<file path="src/design/dqc_map.vh">
// Register offsets, field positions and timing counts of the acquisition card host-port logic
`ifndef DQC_MAP_VH
`define DQC_MAP_VH

`define DQC_OFF_AD_LOW        4'h4
`define DQC_OFF_AD_HIGH       4'h5
`define DQC_OFF_DAC_LOW       4'h4
`define DQC_OFF_DAC_HIGH      4'h5
`define DQC_OFF_DIN_LOW       4'h6
`define DQC_OFF_DIN_HIGH      4'h7
`define DQC_OFF_INT_CLEAR     4'h8
`define DQC_OFF_PACER_ONE     4'h9
`define DQC_OFF_PACER_TWO     4'hA
`define DQC_OFF_MODE          4'hB
`define DQC_OFF_SOFT_TRIG     4'hC
`define DQC_OFF_DOUT_LOW      4'hD
`define DQC_OFF_DOUT_HIGH     4'hE

`define DQC_MODE_SOFT_POLL    3'h0
`define DQC_MODE_EXT_POLL     3'h2
`define DQC_MODE_EXT_INT      3'h3
`define DQC_MODE_PACER_POLL   3'h4
`define DQC_MODE_PACER_INT    3'h6
`define DQC_MODE_LSB          0
`define DQC_MODE_MSB          2

`define DQC_READY_BIT         4
`define DQC_MODE_RESET        3'h0
`define DQC_DIV_RESET         16'h0002
`define DQC_DIV_MIN           16'h0002

`define DQC_CLK_MHZ           20
`define DQC_PACER_MHZ         2
`define DQC_CONV_TIME_US      8
`define DQC_CONV_CYCLES       (`DQC_CONV_TIME_US * `DQC_CLK_MHZ)
`define DQC_PACER_PRESCALE    (`DQC_CLK_MHZ / `DQC_PACER_MHZ)

`endif

</file>
<file path="src/design/dqc_down_counter.v">
// Reloading 16-bit down-counter used as one stage of the pacer divider
`timescale 1ns/1ps
`default_nettype none
module dqc_down_counter #(
  parameter WIDTH = 16
) (
  input  wire             clk,
  input  wire             rst_b,
  input  wire             tick,
  input  wire [WIDTH-1:0] divisor,
  input  wire             restart,
  output wire             terminal
);
  reg [WIDTH-1:0] count_q;
  reg [WIDTH-1:0] count_d;

  assign terminal = tick && (count_q == {{(WIDTH-1){1'b0}}, 1'b1});

  always @* begin
    count_d = count_q;
    if (restart || terminal || count_q == {WIDTH{1'b0}}) begin
      count_d = divisor;
    end else if (tick) begin
      count_d = count_q - {{(WIDTH-1){1'b0}}, 1'b1};
    end
  end

  always @(posedge clk or negedge rst_b) begin
    if (!rst_b) begin
      count_q <= {WIDTH{1'b0}};
    end else begin
      count_q <= count_d;
    end
  end
endmodule // dqc_down_counter
`default_nettype wire

</file>
<file path="src/design/dqc_host_port.v">
// Host-port logic: A/D triggering, ready status, interrupt, digital I/O and DAC code
// What this block does
// - In mode 000, any write to the software-trigger offset while idle starts one conversion; data ignored.
// - Digital inputs read as two bytes, bits 7..0 low offset, 15..8 next.
// - Digital outputs driven from two write-only bytes, low then high offset.
// - DAC low write loads code 7..0; high write loads 11..8 from data 3..0.
// - DAC output updates with all 12 bits only on the high-byte write.
// - Ready flag clears during conversion and returns to 1 when it completes.
// - Reading the result low byte clears the ready flag.
// - Mode register selects trigger source together with polling or interrupt transfer.
// - Mode codes 000, 010, 011, 100, 110 valid; other codes unused.
// - Pacer triggers come from two cascaded down-counters clocked at 2 MHz.
// - Each pacer divisor accepts up to 65535; minimum total division four.
// - In external modes a rising edge on input bit 0 starts a conversion.
// - Each conversion completes within 8 microseconds of its trigger.
// - In interrupt modes the interrupt request rises at a conversion end and stays high until the clear port is written.
// - Interrupt status flag set per conversion in modes 011 and 110; host write to clear port clears it.
`timescale 1ns/1ps
`default_nettype none
`include "dqc_map.vh"
module dqc_host_port #(
  parameter CONV_CYCLES = `DQC_CONV_CYCLES,
  parameter PRESCALE    = `DQC_PACER_PRESCALE
) (
  input  wire        clk,
  input  wire        rst_b,
  input  wire [3:0]  io_addr,
  input  wire        io_wr,
  input  wire        io_rd,
  input  wire [7:0]  io_wdata,
  output reg  [7:0]  io_rdata,
  input  wire [15:0] digital_in_bits,
  output wire [15:0] digital_out_bits,
  output wire [11:0] dac_code_bits,
  output wire        adc_start,
  input  wire        adc_done,
  input  wire [11:0] adc_result_bits,
  output wire        conversion_busy,
  output wire        irq_request
);
  localparam CONV_W = 16;

  reg  [15:0] dout_q;
  reg  [7:0]  dac_stage_q;
  reg  [11:0] dac_out_q;
  reg  [2:0]  op_mode_select_q;
  reg  [15:0] pacer_divisor_one_q;
  reg  [15:0] pacer_divisor_two_q;
  reg  [11:0] result_q;
  reg         conversion_ready_flag_q;
  reg         busy_q;
  reg  [CONV_W-1:0] conv_cnt_q;
  reg         irq_status_q;
  reg         ext_prev_q;
  reg  [7:0]  prescale_q;
  reg         div_lsb_q;
  reg         div_sel_q;

  wire        wr_hit_soft;
  wire        wr_hit_clear;
  wire        ext_rise;
  wire        pacer_tick;
  wire        stage_one_out;
  wire        pacer_trigger;
  wire        trigger;
  wire        conv_end;
  wire        int_mode;
  wire        pacer_restart;

  function wr_at;
    input [3:0] off;
    begin
      wr_at = io_wr && (io_addr == off);
    end
  endfunction

  function [1:0] mode_source;
    input [2:0] m;
    begin
      case (m)
        `DQC_MODE_SOFT_POLL:   mode_source = 2'h1;
        `DQC_MODE_EXT_POLL,
        `DQC_MODE_EXT_INT:     mode_source = 2'h2;
        `DQC_MODE_PACER_POLL,
        `DQC_MODE_PACER_INT:   mode_source = 2'h3;
        default:               mode_source = 2'h0;
      endcase
    end
  endfunction

  assign wr_hit_soft  = wr_at(`DQC_OFF_SOFT_TRIG);
  assign wr_hit_clear = wr_at(`DQC_OFF_INT_CLEAR);
  // Mode register picks source and transfer method; unused codes trigger nothing
  assign int_mode = (op_mode_select_q == `DQC_MODE_EXT_INT) ||
                    (op_mode_select_q == `DQC_MODE_PACER_INT);
  // Inputs are synchronous, so a one-flop history is enough for the edge
  assign ext_rise = digital_in_bits[0] && !ext_prev_q &&
                    (mode_source(op_mode_select_q) == 2'h2);
  assign pacer_tick    = (prescale_q == 8'h00);
  assign pacer_restart = wr_at(`DQC_OFF_MODE) || wr_at(`DQC_OFF_PACER_ONE) ||
                         wr_at(`DQC_OFF_PACER_TWO);
  assign trigger = (wr_hit_soft && mode_source(op_mode_select_q) == 2'h1) ||
                   ext_rise ||
                   (pacer_trigger && mode_source(op_mode_select_q) == 2'h3);
  // Converter either answers adc_done or the fixed budget runs out
  assign conv_end = busy_q && (adc_done ||
                    conv_cnt_q == CONV_CYCLES[CONV_W-1:0] - {{(CONV_W-1){1'b0}}, 1'b1});

  assign adc_start        = trigger && !busy_q;
  assign conversion_busy  = busy_q;
  assign digital_out_bits = dout_q;
  assign dac_code_bits    = dac_out_q;
  assign irq_request      = irq_status_q;

  // 2 MHz tick from the 20 MHz clock
  always @(posedge clk or negedge rst_b) begin
    if (!rst_b) begin
      prescale_q <= 8'h00;
    end else if (pacer_tick) begin
      prescale_q <= PRESCALE[7:0] - 8'h01;
    end else begin
      prescale_q <= prescale_q - 8'h01;
    end
  end

  // Two cascaded stages: rate is 2 MHz / (divisor one * divisor two)
  dqc_down_counter #(
    .WIDTH    (16)
  ) u_stage_one (
    .clk      (clk),
    .rst_b    (rst_b),
    .tick     (pacer_tick),
    .divisor  (pacer_divisor_one_q),
    .restart  (pacer_restart),
    .terminal (stage_one_out)
  );

  dqc_down_counter #(
    .WIDTH    (16)
  ) u_stage_two (
    .clk      (clk),
    .rst_b    (rst_b),
    .tick     (stage_one_out),
    .divisor  (pacer_divisor_two_q),
    .restart  (pacer_restart),
    .terminal (pacer_trigger)
  );

  // Host writes
  always @(posedge clk or negedge rst_b) begin
    if (!rst_b) begin
      dout_q              <= 16'h0000;
      dac_stage_q         <= 8'h00;
      dac_out_q           <= 12'h000;
      op_mode_select_q    <= `DQC_MODE_RESET;
      pacer_divisor_one_q <= `DQC_DIV_RESET;
      pacer_divisor_two_q <= `DQC_DIV_RESET;
      div_lsb_q           <= 1'b0;
      div_sel_q           <= 1'b0;
    end else if (io_wr) begin
      case (io_addr)
        `DQC_OFF_DOUT_LOW:  dout_q[7:0]  <= io_wdata;
        `DQC_OFF_DOUT_HIGH: dout_q[15:8] <= io_wdata;
        `DQC_OFF_DAC_LOW:   dac_stage_q  <= io_wdata;
        // Low byte written first keeps the output to one clean step
        `DQC_OFF_DAC_HIGH:  dac_out_q    <= {io_wdata[3:0], dac_stage_q};
        `DQC_OFF_MODE:      op_mode_select_q <= io_wdata[`DQC_MODE_MSB:`DQC_MODE_LSB];
        `DQC_OFF_PACER_ONE: begin
          // Divisor loads as two bytes, low first; below 2 is clamped
          div_sel_q <= ~div_sel_q;
          if (!div_sel_q) begin
            pacer_divisor_one_q[7:0] <= io_wdata;
          end else if ({io_wdata, pacer_divisor_one_q[7:0]} < `DQC_DIV_MIN) begin
            pacer_divisor_one_q <= `DQC_DIV_MIN;
          end else begin
            pacer_divisor_one_q[15:8] <= io_wdata;
          end
        end
        `DQC_OFF_PACER_TWO: begin
          div_lsb_q <= ~div_lsb_q;
          if (!div_lsb_q) begin
            pacer_divisor_two_q[7:0] <= io_wdata;
          end else if ({io_wdata, pacer_divisor_two_q[7:0]} < `DQC_DIV_MIN) begin
            pacer_divisor_two_q <= `DQC_DIV_MIN;
          end else begin
            pacer_divisor_two_q[15:8] <= io_wdata;
          end
        end
        default: begin
        end
      endcase
    end
  end

  // Conversion sequencing and status
  always @(posedge clk or negedge rst_b) begin
    if (!rst_b) begin
      busy_q                  <= 1'b0;
      conv_cnt_q              <= {CONV_W{1'b0}};
      result_q                <= 12'h000;
      conversion_ready_flag_q <= 1'b0;
      irq_status_q            <= 1'b0;
      ext_prev_q              <= 1'b0;
    end else begin
      ext_prev_q <= digital_in_bits[0];
      if (adc_start) begin
        busy_q                  <= 1'b1;
        conv_cnt_q              <= {CONV_W{1'b0}};
        conversion_ready_flag_q <= 1'b0;
      end else if (conv_end) begin
        busy_q                  <= 1'b0;
        result_q                <= adc_result_bits;
        conversion_ready_flag_q <= 1'b1;
      end else begin
        conv_cnt_q <= busy_q ? conv_cnt_q + {{(CONV_W-1){1'b0}}, 1'b1} : conv_cnt_q;
        if (io_rd && io_addr == `DQC_OFF_AD_LOW) begin
          conversion_ready_flag_q <= 1'b0;
        end
      end
      // A new end wins over a clear in the same cycle; no new request until cleared
      if (conv_end && int_mode) begin
        irq_status_q <= 1'b1;
      end else if (wr_hit_clear) begin
        irq_status_q <= 1'b0;
      end
    end
  end

  // Read data is registered one cycle after io_rd
  always @(posedge clk or negedge rst_b) begin
    if (!rst_b) begin
      io_rdata <= 8'h00;
    end else if (io_rd) begin
      case (io_addr)
        `DQC_OFF_AD_LOW:   io_rdata <= result_q[7:0];
        `DQC_OFF_AD_HIGH:  io_rdata <= {3'h0, conversion_ready_flag_q, result_q[11:8]};
        `DQC_OFF_DIN_LOW:  io_rdata <= digital_in_bits[7:0];
        `DQC_OFF_DIN_HIGH: io_rdata <= digital_in_bits[15:8];
        default:           io_rdata <= 8'h00;
      endcase
    end
  end
endmodule // dqc_host_port
`default_nettype wire

</file>
<file path="config.mk">
export PLATFORM = sky130hd
export DESIGN_NAME = dqc_host_port
export DESIGN_NICKNAME = d
export VERILOG_FILES = /design/src/design/dqc_down_counter.v /design/src/design/dqc_host_port.v
export VERILOG_INCLUDE_DIRS = /design/src /design/src/design
export SDC_FILE = /design/constraint.sdc
export NUM_CORES = 1
export LEC_CHECK = 0
export BUFFER_PORTS_ARGS = -buffer_cell sky130_fd_sc_hd__buf_4
export CAP_MARGIN = 20
export CORE_UTILIZATION = 24
export CTS_BUF_LIST = sky130_fd_sc_hd__clkbuf_8
export DETAILED_ROUTE_END_ITERATION = 6
export SLEW_MARGIN = 25
export SYNTH_ARGS = -nofsm -noshare
export SYNTH_HDL_FRONTEND = slang
export SYNTH_SLANG_ARGS = --single-unit
</file>
<file path="constraint.sdc">
create_clock -name clk -period 2.4 [get_ports clk]
set_input_delay 0.24 -clock clk [delete_from_list [all_inputs] [get_ports clk]]
set_output_delay 0.24 -clock clk [all_outputs]
set_load 0.05 [all_outputs]
</file>
* After elaboration in Yosys (flattened, before gate mapping)
Cells that the tools add are included.
Widths: inputs -> output; s select.
** Storage, ports and cells
- Word-level logic and storage cells :: 129
- Bits of input ports :: 45
- Output and inout bits :: 39
- Register bits :: 153
** Operators by class
- Add/subtract/negate cells :: 4
- Reduce and logical (&&, ||, !) cells :: 52
- $lt $le $gt $ge :: 2
- Bitwise logic cells :: 3
- Mux-type cells :: 23
- Eq/ne operators :: 24
** Operators by type and width (count)
- $mux 16 :: 7
- $mux 8 :: 7
- $eq 16x1->1 const B :: 2
- $logic_not 16->1 :: 2
- $lt 16x2->1 const B :: 2
- $pmux 8 s4 :: 1
- $sub 16x1->16 const B :: 2
- $eq 4x4->1 const B :: 7
- $reduce_and 2->1 :: 9
- $add 16x1->16 const B :: 1
- $eq 16x8->1 const B :: 1
- $eq 4x3->1 const B :: 4
- $logic_and 1x1->1 :: 15
- $reduce_and 3->1 :: 4
- $logic_or 1x1->1 :: 10
- $reduce_bool 2->1 :: 5
- $logic_not 8->1 :: 1
- $sub 8x1->8 const B :: 1
- $mux 1 :: 7
- $eq 3x2->1 const B :: 2
- $eq 3x3->1 const B :: 2
- $pmux 2 s3 :: 1
- $eq 2x2->1 const B :: 2
- $ne 2x1->1 const B :: 2
- other kinds (7) :: 11

* Depth between registers and ports, before layout
Gate-level depths: netlist (run 1).
- Depth after elaboration :: 10
- Mapped depth :: 9
- Gate-level depth less buffers :: 7

* Cells and area by module
A second synthesis (run 1) with hierarchy kept.
** Second synthesis, totals
- Cell total of the unflattened synthesis :: 576
- Area total of the unflattened synthesis :: 7275.7 sq um
** Modules (own cells, without submodules)
- dqc_host_port :: sequential area each 3030.4 sq um, instances 1, cells each 398, area each 5156.2 sq um
- dqc_down_counter :: sequential area each 400.4 sq um, instances 2, cells each 89, area each 1059.8 sq um

* Worst setup path before layout (run 1)
Ideal clock, no wire load.
- Path type :: reg-to-output
- From :: register u_stage_one.count_q[1]
- To :: output adc_start
- Slack :: -48 ps
- Path buffers :: 2
- Stages on the path, launching flop included :: 9
- Data required time :: 2160 ps
- Data arrival time :: 2208 ps
- Cell sequence :: dfrtp_1 -> inv_1 -> ha_1 -> nor4b_1 -> nand4_1 -> nor2_2 -> a22o_1 -> buf_2 -> buf_2
** Between the ends
- Longest elaborated chain between the ends :: 6
** RTL lines
- start, declared :: RTL line dqc_down_counter.v:14 : reg [WIDTH-1:0] count_q;
- start signal, assigned :: RTL line dqc_down_counter.v:30 : count_q <= {WIDTH{1'b0}};
- start signal, assigned :: RTL line dqc_down_counter.v:32 : count_q <= count_d;
- $eq 16x1->1 :: RTL line dqc_down_counter.v:17 : assign terminal = tick && (count_q == {{(WIDTH-1){1'b0}}, 1'b1});
- $logic_and 1x1->1 (2 in series) :: RTL line dqc_down_counter.v:17
- $logic_and 1x1->1 :: RTL line dqc_host_port.v:104 : (pacer_trigger && mode_source(op_mode_select_q) == 2'h3);
- $logic_or 1x1->1 :: RTL line dqc_host_port.v:103 : ext_rise ||
- $logic_and 1x1->1 :: RTL line dqc_host_port.v:109 : assign adc_start = trigger && !busy_q;
- end, declared :: RTL line dqc_host_port.v:35 : output wire adc_start,
No other way between the ends.

* Worst setup path in the final report (run 1)
- From :: register u_stage_two.count_q[6]
- To :: output adc_start
** Between the ends
- Longest elaborated chain between the ends :: 5
** RTL lines (RTL line)
- start, declared :: dqc_down_counter.v:14
- start signal, assigned :: dqc_down_counter.v:30
- start signal, assigned :: dqc_down_counter.v:32
- $eq 16x1->1 :: dqc_down_counter.v:17
- $logic_and 1x1->1 :: dqc_down_counter.v:17
- $logic_and 1x1->1 :: dqc_host_port.v:104
- $logic_or 1x1->1 :: dqc_host_port.v:103
- $logic_and 1x1->1 :: dqc_host_port.v:109
No other way between the ends.

==> results.cfg, run 1 <==
[setup_path]
crit_path_top_delay_cell = dfrtp_1
critical_path_depth = 5
cp.required_ns = 2.16
worst-path-max-fanout = 4
cp-start-kind = flop
crit_chain = nor4_2 > nand4_1 > nor4b_2 > a22o_4 > buf_8
path_buf_inv = 1
r2r_cells = 7
arrival_ns = 2.15
critPathTopFamily = simple AND/OR/NAND/NOR gates
slowest_delay_ns = 0.43
critPathKind = flop to primary output
worstSetupEndpointType = primary output

[synth]
syn-cell-area_sq_um = 7286
avgSynthCellArea_sq_um = 11.40
synth_edf_count = 0
synth_ff_type = dfrtp_1
synth_cell_types = 66
yosysWarnings = 0
ys_seq_area_frac = 0.5258
synth_top_area_share = 0.5186
synth_largest_area_cell = dfrtp_1
syn_inst = 639
yosys-top-cells-area = dfrtp_1 (52%), mux2_2 (11%), nor2_1 (2.3%)
ys_ff_latch = 153
syn-num-nets = 690
async_reset_ff_frac = 1.000

[sta]
slew_headroom = 0.4760
max_freq_mhz = 418.3
skew_ns = 0.02094
period_share = 0.9960
timing.hold.ws_ns = 0.02554
worst_pin_slew_ns = 0.7777
final_hold_viol_count = 0
setup_tns_ns = 0
rsz0062_at_grt = yes
setup_viol = 0
fin_crit_ns = 2.390
drv_slew = 0
fin_ws_ns = 0.009620

[clocking]
clk_pin_slew_ns = 0.08
cts_max_path_buffers = 2
cts-buffers-inserted = 17
htreeDepth = 4
tritoncts = done
clk_latency_ns = 0.46
clock-sinks = 153
cts-root-buf = clkbuf_8

[min_path]
min_path_cells = 2
hold_class = input pin to flop

[placed_design]
post-place-cells = 1134
place_hpwl_um = 13110
place.gp.congestion = 0.8470
place.port_buffers = 83
post-place-ws_ns = 0.02966

[routing]
wl_met3_um = 1053
drc = 0
routed_wl_um = 18240
wl_met1_um = 8375
vias_per_cell = 4.722
drt-initial-drc-count = 335
topRoutingLayerUsed = met4
dr_total_vias = 5619
postRouteAntennaNets = 0
wl_met2_um = 8627
drtPass1Iterations = 4
wl_per_cell_um = 15.33

[global_routing]
antenna_found_initial = 0
grt_usage = 0.1235
overflow = 0
grt_pass1_wl_um = 30520
grt_max_degree = 67
grt_pass1_vias = 5796

[die]
core_area_sq_um = 29720
rows = 63
start_util = 0.2452
die_area_sq_um = 31060
dieHeight_um = 176.2
fp.dieW_um = 176.2
ios = 84

[layout]
drive_gt1_frac = 0.3475
areaGrowthSynthToFinish_pct = 29.13
antennaDiodeCount = 0
layout.cells.non_filler = 1190
final_common_cell = dfrtp_1
fillers = 3006
final_cell_mix = dfrtp_1 (151), buf_4 (134), mux2_2 (74), nor2_1 (44), nand2_1 (32)
nNetsFinal = 838

[power]
p_per_area_nw_per_um2 = 907.0
leakagePower_nw = 4.137
power_mw = 8.533
vdd_drop_max_uv = 544.1

[run]
drv_cap = 0

[outcome]
status = complete, no violations
[synthesized netlist by cell type, drive strengths merged (3+ instances only)]
library cell and n:
mux2i 6, nor3b 3, a2bb2oi 6, mux2 74, a211o 5, nor4b 4
nor2 45, nand4 14, nor3 13, o221a 3, nor4 24, inv 25
xnor2 13, and4 3, or3 4, xor2 14, nand3b 4, clkbuf 16
a31oi 6, nand3 26, o22ai 9, dfrtp 151, nand2b 8, nor2b 3
mux4 5, nand2 33, o21ai 30, o31ai 5, a22o 15, ha 6
o2bb2ai 5, buf 7, a21oi 7, a22oi 6, or4 10
[what timing repair did]
| action | CTS | global route |
|---|---|---|
| buffers inserted | 7 | 5 |
| gates resized for setup | 11 | 8 |
| hold buffers | 12 | 0 |
| pin swaps | 3 | 6 |
| endpoints found under the setup margin | 1 | 14 |
| hold endpoints to repair | 74 | 0 |
[routing by layer]
metal,vias up,global-route usage
met2,133,0.1978
li1,2685,-
met1,2785,0.1641
met4,0,0.03152
met5,-,0
met3,16,0.03316
[power by group]
| group | switching, mW | internal [mW] |
|---|---|---|
| clock | 1.06 | 0.949 |
| combinational | 1.35 | 1.22 |
| sequential | 0.660 | 3.30 |
[state kept, by name, summed over array words and instances, names as in the netlist, 3 cells and up]
name                 count
conv_cnt_q              16
dac_code_bits           12
dac_stage_q              8
digital_out_bits        16
io_rdata                 8
op_mode_select_q         3
pacer_divisor_one_q     16
pacer_divisor_two_q     16
prescale_q               8
result_q                12
u_stage_one.count_q     16
u_stage_two.count_q     16
[logic make-up (layout without fill, tap and decap cells)]
group / after synthesis / in the layout / synth area share
buffers and inverters: 48 / 209 / 0.02576
and+or+nand+nor: 204 / 204 / 0.1546
xor gates and xnor gates: 27 / 27 / 0.03246
muxes: 85 / 85 / 0.1381
adders and majority gates: 6 / 6 / 0.01030
DFF: 153 / 153 / 0.5258
AOI/OAI and AO/OA: 116 / 116 / 0.1130
[worst register-to-register path, stage by stage, from the launching register on]
cell and delay, ns:
dfrtp_1 0.39, inv_1 0.09, ha_2 0.18, or4b_4 0.49
nor4_4 0.35, nand2_2 0.13, or3_4 0.35, o221a_2 0.23
[layout make-up]
cell class | count | area (sq um) | area share
flip-flops and latches | 153 | 3831 | 0.4072
clock buffers | 17 | 234.0 | 0.02487
well taps | 390 | 488.0 | 0.05187
repair buffers | 152 | 1232 | 0.1310
clock inverters | 15 | 165.2 | 0.01756
multi-input cells | 438 | 3363 | 0.3575
inverters | 25 | 93.84 | 0.009975
[through the flow]
step,instance area (sq um),util
final,9408,0.3166
after CTS,9333,0.3141
after floorplan,7292,-
after global routing,9408,0.3166
after detailed placement,8701,0.2928
after global placement,8701,0.2928
[worst paths after layout]
check                                            start                       to  slack (ns)
worst max register to register  u_stage_one.count_q[1]  u_stage_two.count_q[12]        0.08
worst max-delay path            u_stage_two.count_q[6]                adc_start        0.01
max in group asynchronous                        rst_b   pacer_divisor_two_q[1]        1.34
min in group asynchronous                        rst_b            conv_cnt_q[9]        0.35
worst min-delay path               adc_result_bits[11]             result_q[11]        0.03
worst min register to register           prescale_q[0]            prescale_q[0]        0.46
Note: power is estimated with default switching activity, not from simulation.
==> run 2, diff against run 1 <==
REMOVE_ABC_BUFFERS = 1   (was unset)
SKIP_LAST_GASP = 1   (was unset)
==> run 2 against run 1 <==
  * Utilization increased by 0.063 points
  * Routed wire length up 2.4%
  * Via count up 1.6%
  * Design area rose by 0.20%
  * Global-route usage increased by 0.15 points
  * Total power grew 0.15%
  * Hold slack about the same
  * Largest cell class unchanged
  * Largest power group unchanged
==> results.cfg, run 2 (same netlist as run 1, synthesis figures left out) <==
[sta]
drv_slew = 0
final_hold_viol_count = 0
fin_crit_ns = 2.342
rsz0062_at_grt = yes
worst_pin_slew_ns = 0.6733
fin_ws_ns = 0.05755
max_freq_mhz = 426.9
skew_ns = 0.01943
slew_headroom = 0.5495
period_share = 0.9760
setup_viol = 0

[setup_path]
worst-path-max-fanout = 4
critPathKind = flop to primary output
arrival_ns = 2.10
cp.required_ns = 2.16
cp-start-kind = flop
worstSetupEndpointType = primary output

[global_routing]
overflow = 0
antenna_found_initial = 0
grt_pass1_wl_um = 30730
grt_usage = 0.1251
grt_max_degree = 59
grt_pass1_vias = 5716

[power]
vdd_drop_max_uv = 581.4
power_mw = 8.546
leakagePower_nw = 4.117
p_per_area_nw_per_um2 = 906.6

[placed_design]
place.gp.congestion = 0.8437
post-place-ws_ns = 0.02267
place_hpwl_um = 13100
place.port_buffers = 83

[clocking]
tritoncts = done
cts-buffers-inserted = 17
clock-sinks = 153
cts-root-buf = clkbuf_8
clk_latency_ns = 0.46
cts_max_path_buffers = 2
clk_pin_slew_ns = 0.09
htreeDepth = 4

[die]
core_area_sq_um = 29720
die_area_sq_um = 31060
start_util = 0.2452
fp.dieW_um = 176.2
dieHeight_um = 176.2
rows = 63
ios = 84

[routing]
routed_wl_um = 18680
wl_per_cell_um = 15.70
dr_total_vias = 5708
drc = 0
drt-initial-drc-count = 298
postRouteAntennaNets = 0
drtPass1Iterations = 4
vias_per_cell = 4.797

[min_path]
hold_class = input pin to flop

[layout]
final_cell_mix = dfrtp_1 (146), buf_4 (134), mux2_2 (74), nor2_1 (44), nand2_1 (32)
final_common_cell = dfrtp_1
areaGrowthSynthToFinish_pct = 29.38
antennaDiodeCount = 0
nNetsFinal = 838
drive_gt1_frac = 0.3550

[outcome]
status = complete, no violations

[run]
drv_cap = 0
[run 2: cell count changes in the layout (fill, tap and decap cells not counted), moves of 3 or more]
cell | previous run | this run
dfrtp_2 | 0 | 5
inv_1 | 26 | 23
clkbuf_8 | 17 | 20
dfrtp_1 | 151 | 146
[run 2: worst paths after layout]
path	from	endpoint	slack [ns]	cells past startpoint
min	adc_result_bits[4]	result_q[4]	0.03	2
max reg2reg	u_stage_one.count_q[0]	u_stage_one.count_q[0]	0.10	7
min in group asynchronous	rst_b	conv_cnt_q[5]	0.30	2
min reg2reg	prescale_q[0]	prescale_q[0]	0.46	1
max in group asynchronous	rst_b	pacer_divisor_one_q[1]	1.30	3
max	u_stage_one.count_q[6]	adc_start	0.06	7
[run 2: worst max-delay path, stage by stage (launching register included)]
cell and delay, ns:
dfrtp_1 0.42, nor4_2 0.30, buf_4 0.18, nand4_1 0.16, nor2_2 0.16, buf_6 0.12
a22o_4 0.16, buf_8 0.15
[run 2: repair_timing]
| item | 4_1_cts | 5_1_grt |
|---|---|---|
| hold buffers | 13 | 0 |
| pin swaps | 3 | 8 |
| gates resized for setup | 16 | 13 |
| endpoints found under the setup margin | 1 | 7 |
| buffers inserted | 3 | 7 |
| hold endpoints to repair | 66 | 0 |
[run 2: per-layer routing]
metal,global-route usage,wire [um]
met5,0,0
met3,0.02950,781
met4,0.04384,358
met2,0.2018,8916
met1,0.1630,8625
[run 2: power by group]
group	switching, mW	internal (mW)
registers	0.672	3.30
logic	1.34	1.22
clock network	1.06	0.939
[run 2: stage by stage]
stage	instance area [sq um]	cells	util	hold WS, ns	TNS, ns
floorplan	7192	616	-	-0.05559	-10.41
global placement	8677	1135	0.2920	0.2429	0
detailed placement	8677	1135	0.2920	0.2461	0
CTS	9319	1183	0.3136	0.001101	0
global route	9427	1190	0.3172	0.003663	-0.1293
finish	9427	1190	0.3172	0.02506	0
[run 2: cell type report]
| type | instances | area (sq um) |
|---|---|---|
| Fill cell | 3014 | 20290 |
| Timing Repair Buffer | 152 | 1214 |
| Inverter | 25 | 93.84 |
| Multi-Input combinational cell | 438 | 3392 |
| Clock buffer | 20 | 275.3 |
| Clock inverter | 12 | 126.4 |
| Tap cell | 390 | 488.0 |
| Sequential cell | 153 | 3837 |
